File: config.mk
export PLATFORM = sky130hd
export DESIGN_NAME = autoneg_next_page_regs
export DESIGN_NICKNAME = d
export VERILOG_FILES = /design/src/hw/np_regs_pkg.sv /design/src/hw/page_bus_if.sv /design/src/hw/autoneg_next_page_regs.sv /design/src/hw/np_toggle_gen.sv /design/src/hw/np_rx_capture.sv
export SDC_FILE = /design/constraint.sdc
export NUM_CORES = 1
export LEC_CHECK = 0
export BUFFER_PORTS_ARGS = -buffer_cell sky130_fd_sc_hd__buf_2
export CAP_MARGIN = 10
export CORE_ASPECT_RATIO = 0.5
export CORE_MARGIN = 2
export CORE_UTILIZATION = 50
export CTS_CLUSTER_DIAMETER = 30
export CTS_CLUSTER_SIZE = 16
export DETAILED_ROUTE_END_ITERATION = 10
export PLACE_DENSITY_LB_ADDON = 0.2
export SLEW_MARGIN = 40
export SYNTH_ARGS = -nofsm -noshare
export SYNTH_HDL_FRONTEND = slang
export SYNTH_SLANG_ARGS = --single-unit
File: constraint.sdc
create_clock -name i_clk -period 2.2 [get_ports i_clk]
set_input_delay 0.22 -clock i_clk [delete_from_list [all_inputs] [get_ports i_clk]]
set_output_delay 0.22 -clock i_clk [all_outputs]
set_load 0.1 [all_outputs]
File: src/hw/np_regs_pkg.sv
// Purpose: Constants for the next-page register bank
// Assumes: 32-bit APB, one register per aligned word
// Notes:   Printed offsets are register indices
package np_regs_pkg;
   // ---------------------------------------------
   // Register map
   // ---------------------------------------------
   localparam logic [7:0]  IDX_EXT_STATUS     = 8'h06;
   localparam logic [7:0]  IDX_NP_TRANSMIT    = 8'h07;
   localparam logic [7:0]  IDX_NP_RECEIVED    = 8'h08;
   localparam logic [7:0]  IDX_NP_CONTROL     = 8'h10;
   localparam int          ADDR_W             = 12;
   localparam logic [11:0] ADDR_EXT_STATUS    = {2'b00, IDX_EXT_STATUS, 2'b00};
   localparam logic [11:0] ADDR_NP_TRANSMIT   = {2'b00, IDX_NP_TRANSMIT, 2'b00};
   localparam logic [11:0] ADDR_NP_RECEIVED   = {2'b00, IDX_NP_RECEIVED, 2'b00};
   localparam logic [11:0] ADDR_NP_CONTROL    = {2'b00, IDX_NP_CONTROL, 2'b00};
   // ---------------------------------------------
   // Fields and reset values
   // ---------------------------------------------
   localparam int          BIT_MORE_PAGES     = 15;
   localparam int          BIT_RSVD_ACK       = 14;
   localparam int          BIT_MESSAGE_PAGE   = 13;
   localparam int          BIT_COMPLY         = 12;
   localparam int          BIT_ALTERNATING    = 11;
   localparam int          CODE_MSB           = 10;
   localparam int          BIT_PAGE_RECEIVED  = 1;
   localparam int          BIT_NP_CAPABLE     = 2;
   localparam logic [15:0] NP_RESET           = 16'h2001;
   localparam logic [15:0] TX_WRITE_MASK      = 16'hb7ff;
   localparam logic [15:0] EXT_CONST          = 16'h0004;
   localparam logic [31:0] NP_CONTROL_RESET   = 32'h0000_0000;
endpackage

File: src/hw/page_bus_if.sv
// Purpose: Carries one link-code word with a strobe
// Assumes: Single clock domain
// Notes:   Used between bank and its helper modules
`timescale 1ns/1ps
`default_nettype none
interface page_bus_if;
   logic        valid;
   logic [15:0] word;
   modport src (output valid, output word);
   modport dst (input  valid, input  word);
endinterface
`default_nettype wire

File: src/hw/autoneg_next_page_regs.sv
// Purpose: Next-page transmit and partner receive registers
// Assumes: APB slave, PHY clock, partner page strobes
// Notes:   Zero-wait-state APB, unmapped reads zero
//
// Summary of operation
// RULE1: The transmit register holds the full 16-bit next page word sent.
// RULE2: The transmit register resets to 0x2001, a null message page.
// RULE3: Bit 15 of the transmit word announces further pages when one.
// RULE4: Bit 14 of the transmit word is reserved, read-only and reads zero.
// RULE5: Bit 13 marks a formatted message page when one, unformatted when zero.
// RULE6: Bit 12 is the writable comply indication of the transmit word.
// RULE7: Bit 11 is a read-only toggle driven by the device.
// RULE8: Bits 10:0 are the writable code field sent unchanged.
// RULE9: The receive register captures the partner page and is read-only.
// RULE10: Bit 15 of the received word shows whether partner pages follow.
// RULE11: Bit 14 of the received word shows successful reception.
// RULE12: A page-received flag latches in the status register and clears on read.
// RULE13: The toggle inverts on each sent page, seeded from the base page.
// RULE14: The receive register updates only with a complete accepted page.
`timescale 1ns/1ps
`default_nettype none
module autoneg_next_page_regs
   import np_regs_pkg::*;
(
   input  wire logic                      i_clk,
   input  wire logic                      i_rstn,
   input  wire logic                      i_psel,
   input  wire logic                      i_penable,
   input  wire logic                      i_pwrite,
   input  wire logic [np_regs_pkg::ADDR_W-1:0] i_paddr,
   input  wire logic [31:0]               i_pwdata,
   input  wire logic [3:0]                i_pstrb,
   input  wire logic                      i_page_sent,
   input  wire logic                      i_base_sent,
   input  wire logic                      i_base_alt,
   input  wire logic                      i_rx_valid,
   input  wire logic [15:0]               i_rx_word,
   output logic [31:0]                    o_prdata,
   output logic                           o_pready,
   output logic                           o_pslverr,
   output logic [15:0]                    o_tx_word,
   output logic                           o_np_enable
);
   import np_regs_pkg::*;

   // ---------------------------------------------
   // Helpers
   // ---------------------------------------------
   page_bus_if sent_bus ();
   page_bus_if rx_bus ();
   logic        alt_bit;
   logic [15:0] rx_word;
   logic        rx_new;

   assign sent_bus.valid = i_page_sent;
   assign sent_bus.word  = o_tx_word;
   assign rx_bus.valid   = i_rx_valid;
   assign rx_bus.word    = i_rx_word;

   np_toggle_gen u_toggle (
      .i_clk             (i_clk),
      .i_rstn            (i_rstn),
      .i_base_sent       (i_base_sent),
      .i_base_alt        (i_base_alt),
      .sent              (sent_bus),
      .o_alternating_bit (alt_bit)
   );

   np_rx_capture u_rx (
      .i_clk      (i_clk),
      .i_rstn     (i_rstn),
      .rx         (rx_bus),
      .o_word     (rx_word),
      .o_new_page (rx_new)
   );

   // ---------------------------------------------
   // Register state
   // ---------------------------------------------
   logic [15:0] tx_q;
   logic [15:0] tx_d;
   logic        pr_q;
   logic        pr_d;
   logic        en_q;
   logic        en_d;
   logic [31:0] rdata_q;
   logic [31:0] rdata_d;
   logic        ready_q;
   logic        ready_d;
   logic        err_q;
   logic        err_d;
   logic [15:0] tx_out_q;
   logic [15:0] tx_out_d;
   logic [15:0] tx_view;
   logic [15:0] ext_view;
   logic [15:0] wmask;
   logic        setup;
   logic        wr;
   logic        rd;
   logic        hit;

   // Bus acts in setup; pready high next cycle, so the
   // access phase always ends after one wait-free cycle.
   assign setup = i_psel && !i_penable;
   assign wr    = setup && i_pwrite;
   assign rd    = setup && !i_pwrite;
   assign wmask = {{8{i_pstrb[1]}}, {8{i_pstrb[0]}}};

   always_comb begin
      tx_view = tx_q;
      tx_view[BIT_RSVD_ACK]    = 1'b0;    // RULE4
      tx_view[BIT_ALTERNATING] = alt_bit; // RULE7
      ext_view = EXT_CONST;
      ext_view[BIT_PAGE_RECEIVED] = pr_q;
      hit = (i_paddr == ADDR_NP_TRANSMIT) || (i_paddr == ADDR_NP_RECEIVED)
         || (i_paddr == ADDR_EXT_STATUS) || (i_paddr == ADDR_NP_CONTROL);
   end

   always_comb begin
      tx_d     = tx_q;
      pr_d     = pr_q;
      en_d     = en_q;
      rdata_d  = 32'h0000_0000;
      ready_d  = setup;
      err_d    = setup && !hit;
      tx_out_d = tx_view; // RULE1 RULE8
      if (wr && i_paddr == ADDR_NP_TRANSMIT) begin
         // Toggle and reserved bits are not storable
         tx_d = (tx_q & ~(wmask & TX_WRITE_MASK))
              | (i_pwdata[15:0] & wmask & TX_WRITE_MASK); // RULE3 RULE5 RULE6 RULE8
      end
      if (wr && i_paddr == ADDR_NP_CONTROL && i_pstrb[0]) begin
         en_d = i_pwdata[0];
      end
      if (rd) begin
         case (i_paddr)
            ADDR_NP_TRANSMIT: rdata_d = {16'h0000, tx_view};
            ADDR_NP_RECEIVED: rdata_d = {16'h0000, rx_word}; // RULE9 RULE10 RULE11
            ADDR_EXT_STATUS: begin
               rdata_d = {16'h0000, ext_view};
               pr_d    = 1'b0; // RULE12
            end
            ADDR_NP_CONTROL:  rdata_d = {31'h0000_0000, en_q};
            default:          rdata_d = 32'h0000_0000;
         endcase
      end
      // New page wins over a clearing read
      if (rx_new) begin
         pr_d = 1'b1; // RULE12
      end
   end

   always_ff @(posedge i_clk or negedge i_rstn) begin
      if (!i_rstn) begin
         tx_q     <= NP_RESET; // RULE2
         pr_q     <= 1'b0;
         en_q     <= NP_CONTROL_RESET[0];
         rdata_q  <= 32'h0000_0000;
         ready_q  <= 1'b0;
         err_q    <= 1'b0;
         tx_out_q <= NP_RESET;
      end else begin
         tx_q     <= tx_d;
         pr_q     <= pr_d;
         en_q     <= en_d;
         rdata_q  <= rdata_d;
         ready_q  <= ready_d;
         err_q    <= err_d;
         tx_out_q <= tx_out_d;
      end
   end

   assign o_prdata    = rdata_q;
   assign o_pready    = ready_q;
   assign o_pslverr   = err_q;
   assign o_tx_word   = tx_out_q;
   assign o_np_enable = en_q;
endmodule
`default_nettype wire

File: src/hw/np_toggle_gen.sv
// Purpose: Alternating bit tracker for outgoing next pages
// Assumes: Page strobe is one cycle per transmitted page
// Notes:   Seeded from the last base page
`timescale 1ns/1ps
`default_nettype none
module np_toggle_gen
   import np_regs_pkg::*;
(
   input  wire logic i_clk,
   input  wire logic i_rstn,
   input  wire logic i_base_sent,
   input  wire logic i_base_alt,
   page_bus_if.dst   sent,
   output logic      o_alternating_bit
);
   import np_regs_pkg::*;

   logic alt_q;
   logic alt_d;

   always_comb begin
      alt_d = alt_q;
      if (i_base_sent) begin
         alt_d = ~i_base_alt; // RULE13
      end else if (sent.valid) begin
         alt_d = ~sent.word[BIT_ALTERNATING]; // RULE13
      end
   end

   always_ff @(posedge i_clk or negedge i_rstn) begin
      if (!i_rstn) begin
         alt_q <= 1'b0;
      end else begin
         alt_q <= alt_d;
      end
   end

   assign o_alternating_bit = alt_q; // RULE7
endmodule
`default_nettype wire

File: src/hw/np_rx_capture.sv
// Purpose: Captures a whole partner page atomically
// Assumes: Strobe marks a complete accepted page
// Notes:   Flags a new page for the status register
`timescale 1ns/1ps
`default_nettype none
module np_rx_capture
   import np_regs_pkg::*;
(
   input  wire logic i_clk,
   input  wire logic i_rstn,
   page_bus_if.dst   rx,
   output logic [15:0] o_word,
   output logic      o_new_page
);
   logic [15:0] word_q;
   logic [15:0] word_d;
   logic        new_q;
   logic        new_d;

   always_comb begin
      word_d = word_q;
      new_d  = rx.valid;
      if (rx.valid) begin
         word_d = rx.word; // RULE9 RULE14
      end
   end

   always_ff @(posedge i_clk or negedge i_rstn) begin
      if (!i_rstn) begin
         word_q <= NP_RESET;
         new_q  <= 1'b0;
      end else begin
         word_q <= word_d;
         new_q  <= new_d;
      end
   end

   assign o_word     = word_q;
   assign o_new_page = new_q;
endmodule
`default_nettype wire

# --- After elaboration in Yosys (flattened, before gate mapping) ---
# Index checks and enable logic that the tools add are counted.
totals:
  reg_bits: 85
  input_bits: 73
  elab_cells: 44
op_classes:
  eq_ne: 4
  muxes: 7
  bitwise: 6
  reduce_logical: 17
ops:
  columns: ["op", "count"]
  rows:
  - ["16-bit one-hot mux with 4 select lines", 1]
  - ["16-bit bitwise AND", 2]
  - ["12-bit by 5-bit equality test with 1-bit output (second input constant)", 2]
  - ["16-bit two-way mux", 1]
  - ["16-bit inverter", 1]
  - ["16-bit OR", 1]
  - ["12-bit by 6-bit equality test with 1-bit output (second input constant)", 1]
  - ["12-bit by 7-bit equality test with 1-bit output (second input constant)", 1]
  - ["1-bit logical AND", 7]
  - ["2-bit nonzero test", 3]
  - ["1-bit two-way mux", 5]
  - ["1-bit zero test", 3]
  - ["1-bit logical OR", 3]
  - ["1-bit inverter", 2]
  - ["2-bit AND reduction", 1]

# --- Depth between registers and ports, before layout ---
depth:
  ltp_word: 6
  ltp_mapped: 6

# --- Modules after synthesis ---
# From an unflattened synthesis, not the netlist that was laid out.
unflattened:
  cells_unflattened: 188
  area_unflattened_um2: 2791.4
modules_own_cells:
  columns: ["module", "instances", "cells_per_inst", "area_per_inst_um2"]
  rows:
  - ["autoneg_next_page_regs", 1, 148, 2060.7]
  - ["np_rx_capture", 1, 35, 676.9]
  - ["np_toggle_gen", 1, 5, 53.8]

# --- Worst setup path before layout ---
# No wires, ideal clock.
synth_path:
  path_kind: "input to register"
  start: "in i_paddr[9] (netlist name)"
  end: "reg with a tool-made name"
  setup_ps: 125
  arrival_time_ps: 1326
  path_slack_ps: 749
  cell_stages: 4
  path_cell_list: "nor4_4 -> nand4_4 -> nor2_8 -> mux2_4"
synth_rtl:
  columns: ["element", "line_no", "text"]
  rows:
  - ["start, declared", "autoneg_next_page_regs.sv:30", "input wire logic [np_regs_pkg::ADDR_W-1:0] i_paddr,"]

# --- Worst setup path after layout ---
layout_path:
  start: "reg tx_out_q[0] (netlist: o_tx_word[0])"
  end: "out o_tx_word[0]"
layout_rtl:
  columns: ["element", "line_no", "text"]
  rows:
  - ["start, declared", "autoneg_next_page_regs.sv:92", "logic [15:0] tx_out_q;"]
  - ["start signal, assigned", "autoneg_next_page_regs.sv:169", "tx_out_q <= tx_out_d;"]
  - ["end, declared", "autoneg_next_page_regs.sv:41", "output logic [15:0] o_tx_word,"]
# No word-level cell between the ends.

==> results.md <==
Run status:
- The flow ran to the end, and the final reports show no timing, DRC or antenna violations.

Pwr:
- Internal power comes to about 1800 µW.
- The clock group share of total power is 0.339.
- The power density relative to cell area is around 730 nW/µm².
- Across the VDD grid, the largest voltage drop is 377.0 µV.
- The static leakage is 0.001711 µW.
- The combinational cell fraction of total power is 0.127.
- Summed over all nets, the switching power comes to 664.8 µW.
- Of the total power, the share spent switching nets is 0.2752.
- Of the total power, registers draw 0.534.

Placement:
- The placed wire-length estimate after detailed placement is 3746 µm.
- The last weighted congestion value of the routability-driven placer is 0.7575.
- The pre-CTS setup slack is 0.4855 ns.
- The quantity of I/O buffers inserted on ports is 86.

STA:
- Setup violations remaining at the end of the flow were counted as 0.
- The worst path setup slack after routing is 0.7310 ns.
- Headroom to the max-slew limit came out at 0.5298.
- Dividing the final minimum period by the clock period gives 0.6677.
- The clock period could shrink to 1.469 ns.
- Setup repair after global routing left no endpoint under its margin.
- At the pin with the least slew margin, the transition time is 0.7052 ns.
- The final setup skew is 0.005952 ns.
- The number of hold violations in the final report is 0.
- Setup total negative slack on the finished layout was measured at 0 ns.
- The achievable frequency is 680.7 MHz.
- The max-slew violation total from the final report was 0.

Floorplanning:
- The initialized floorplan defines 18 standard-cell rows.
- The initial core utilization is 0.5347.
- The die covers 6085 µm².
- After floorplanning, the core was sized to cover around 5000 µm².
- The height of the die is 56.17 µm.
- The total I/O pin count is 124.
- In this run the horizontal extent of the chip is 108.3 µm.

Finish:
- After filler insertion, the fill cell instance count of the layout stands at 406.
- The count of antenna diodes in the layout is 0.
- The fraction of layout cells with a size suffix above 1 is 0.5368.
- Relative to the synthesized area, the layout overhead comes to 21.79%.
- At the end of the flow, the number of nets in the layout was 353.
- In the layout the commonest cells are sky130_fd_sc_hd__buf_2, sky130_fd_sc_hd__dfrtp_1, sky130_fd_sc_hd__mux2_2, sky130_fd_sc_hd__conb_1, sky130_fd_sc_hd__nor2_1.
- The most common library cell in the layout ignoring fill and taps is sky130_fd_sc_hd__buf_2.

Worst hold path:
- The min-delay analysis places its worst path in the category in2reg.
- Along the worst hold path, the cell count comes to 2.
- The worst hold path terminates at u_toggle.o_alternating_bit.
- The startpoint of the tightest hold check path is i_base_alt.

Synthesis:
- Synthesis handed over a netlist of 187 instances.
- Of all flip-flops after synthesis, the portion carrying an async set or reset was 1.000.
- During synthesis, Yosys emitted a total of 0 warnings.
- In this run, synthesis inferred 0 flip-flops with an integrated enable.
- The netlist area before placement is 2721 µm².
- Counting distinct cell types in the post-synthesis netlist gives 40.
- Counting flops and latches in the post-synthesis netlist gives 67.
- For this run, the register share of the synthesized area comes to 0.6189.
- The main flop type after synthesis is sky130_fd_sc_hd__dfrtp_1.
- A synthesized cell averages ~15 µm².

Clock tree:
- The number of buffers added by the clock tree synthesis step is 9.
- The buffer type at the clock tree root is sky130_fd_sc_hd__clkbuf_8.
- TritonCTS built the clock tree.
- The H-tree was split into 3 levels.
- The post-cts sizing count is 0.
- The total clock sinks is between 60 and 70.
- The insertion delay to the later sink of the worst-skew pair is 0.33 ns.
- The clock tree buffer depth is 2.
- After clock tree synthesis, the clock-pin slew on the worst setup and hold paths is roughly 0.06 ns.

Worst setup path:
- In this design, the largest share of critical-path delay is due to flip-flops.
- The critical path data arrival time is 1.25 ns.
- For this design, the slowest cell found on the critical path is sky130_fd_sc_hd__dfstp_2.
- The kind of critical path is reg2out.
- The delay of the slowest cell on the worst path is 0.51 ns.
- In this run the worst path has a maximum fanout of 1.
- Walking the worst path, the cells encountered are buf_2.
- The buffer and inverter count on the worst path is 1.
- The endpoint identified for the worst register-to-register timing path is o_prdata[1].
- For the worst flop-to-flop path, the logic depth is 3.
- The register-to-register path setup slack is around 1.2 ns.
- At the worst endpoint, the required time is 1.98 ns.
- STA classifies the critical path startpoint as a register.
- The type of destination of the critical path is a primary output.

Global route:
- Summed over all layers, the global routing overflow is 0.
- The initial antenna violation count is 0.
- Entering global routing, the biggest net connects 38 pins.
- For this run, the total global-route usage over all layers was measured as 0.1876.
- The via count of the first global-routing pass came to 1,748.
- The first global-routing pass estimated 8459 µm of wire.

Routing:
- Summed over all layers, the routed wires come to 5258 µm.
- In this run, the number of DRC markers left after iteration 0 of detailed routing was 58.
- The first detailed-routing pass ran for 4 iterations.
- In the routed layout, each cell is associated on average with a via count of approximately 4.8.
- The count of nets left with antenna violations once routing finished came out at 0.
- After detailed routing, the number of remaining DRC violations is 0.
- Dividing the detail-routed wire length by the instance count gives 14.81 µm.
- The routed layout has roughly 1,700 vias.

Run:
- Max-cap violations in this run came to 0.
[timing repair]
action,in CTS,in global routing
endpoints found under the hold margin,27,0
buffers inserted,0,0
hold buffers,1,0
setup endpoints to repair,0,0
[metal layers]
metal,GRT usage,vias up,wire [µm]
met3,0.06323,8,394
li1,-,806,-
met1,0.2362,827,2253
met2,0.3019,73,2550
met4,0.07143,0,59
met5,0,-,0
[cells in the mapped netlist, types with 2 or more instances]
library cell | number | area share
sky130_fd_sc_hd__a21o_1 | 2 | 0.0055
sky130_fd_sc_hd__a22oi_1 | 12 | 0.033
sky130_fd_sc_hd__a2bb2oi_1 | 2 | 0.0064
sky130_fd_sc_hd__and3_2 | 2 | 0.0055
sky130_fd_sc_hd__buf_4 | 17 | 0.047
sky130_fd_sc_hd__buf_6 | 2 | 0.0083
sky130_fd_sc_hd__dfrtp_1 | 61 | 0.56
sky130_fd_sc_hd__dfstp_2 | 6 | 0.058
sky130_fd_sc_hd__inv_1 | 3 | 0.0041
sky130_fd_sc_hd__mux2_2 | 23 | 0.095
sky130_fd_sc_hd__mux2_4 | 8 | 0.044
sky130_fd_sc_hd__nand2_1 | 3 | 0.0041
sky130_fd_sc_hd__nand3_1 | 3 | 0.0055
sky130_fd_sc_hd__nand3_2 | 2 | 0.0074
sky130_fd_sc_hd__nor2_1 | 15 | 0.021
sky130_fd_sc_hd__o21ai_0 | 2 | 0.0037
[worst max-delay path by stage]
stage             startpoint            end  slack (ns)  cells after the start
6_report        o_tx_word[0]   o_tx_word[0]        0.73                      1
5_1_grt        o_tx_word[13]  o_tx_word[13]        0.69                      1
4_1_cts        o_tx_word[13]  o_tx_word[13]        0.71                      1
3_5_place_dp      i_paddr[9]       register        0.49                      5
3_3_place_gp      i_paddr[9]       register        0.52                      5
2_1_floorplan     i_paddr[9]       register        0.75                      4
[power groups by stage]
stage	clock network [µW]	registers (µW)	logic [µW]
floorplan	0	1340	206
global placement	0	1310	303
detailed placement	0	1310	308
CTS	846	1290	311
global route	898	1290	325
finish	818	1290	308
[through the flow]
| step | power [µW] | hold WS, ns | std cells | cell area [µm²] | utilization |
|---|---|---|---|---|---|
| 6_report | 2416 | 0.07067 | 355 | 3314 | 0.6512 |
| 5_1_grt | 2516 | 0.05930 | 355 | 3314 | 0.6512 |
| 4_1_cts | 2447 | 0.05214 | 355 | 3314 | 0.6512 |
| 3_5_place_dp | 1620 | 0.3083 | 338 | 3149 | 0.6187 |
| 3_3_place_gp | 1613 | 0.2847 | 338 | 3149 | 0.6187 |
| 2_1_floorplan | 1544 | -0.07559 | 203 | 2781 | - |
[kinds of logic after synthesis]
kind of cell / share of synthesized area
other: 0.001378
and+or+nand+nor: 0.1016
muxes: 0.1471
buffers and inverters: 0.06942
AOI/OAI and AO/OA: 0.05839
DFF: 0.6188
xor gates and xnor gates: 0.003219
[final cells by class]
type | count | area, µm² | area share
flip-flops and latches | 67 | 1684 | 0.5081
multi-input cells | 110 | 908.4 | 0.2741
repair buffers | 89 | 467.9 | 0.1412
clock buffers | 12 | 135.1 | 0.04077
well taps | 70 | 87.58 | 0.02643
clock inverters | 4 | 20.02 | 0.006040
inverters | 3 | 11.26 | 0.003398
No activity file was read; power rests on OpenSTA's default activity.
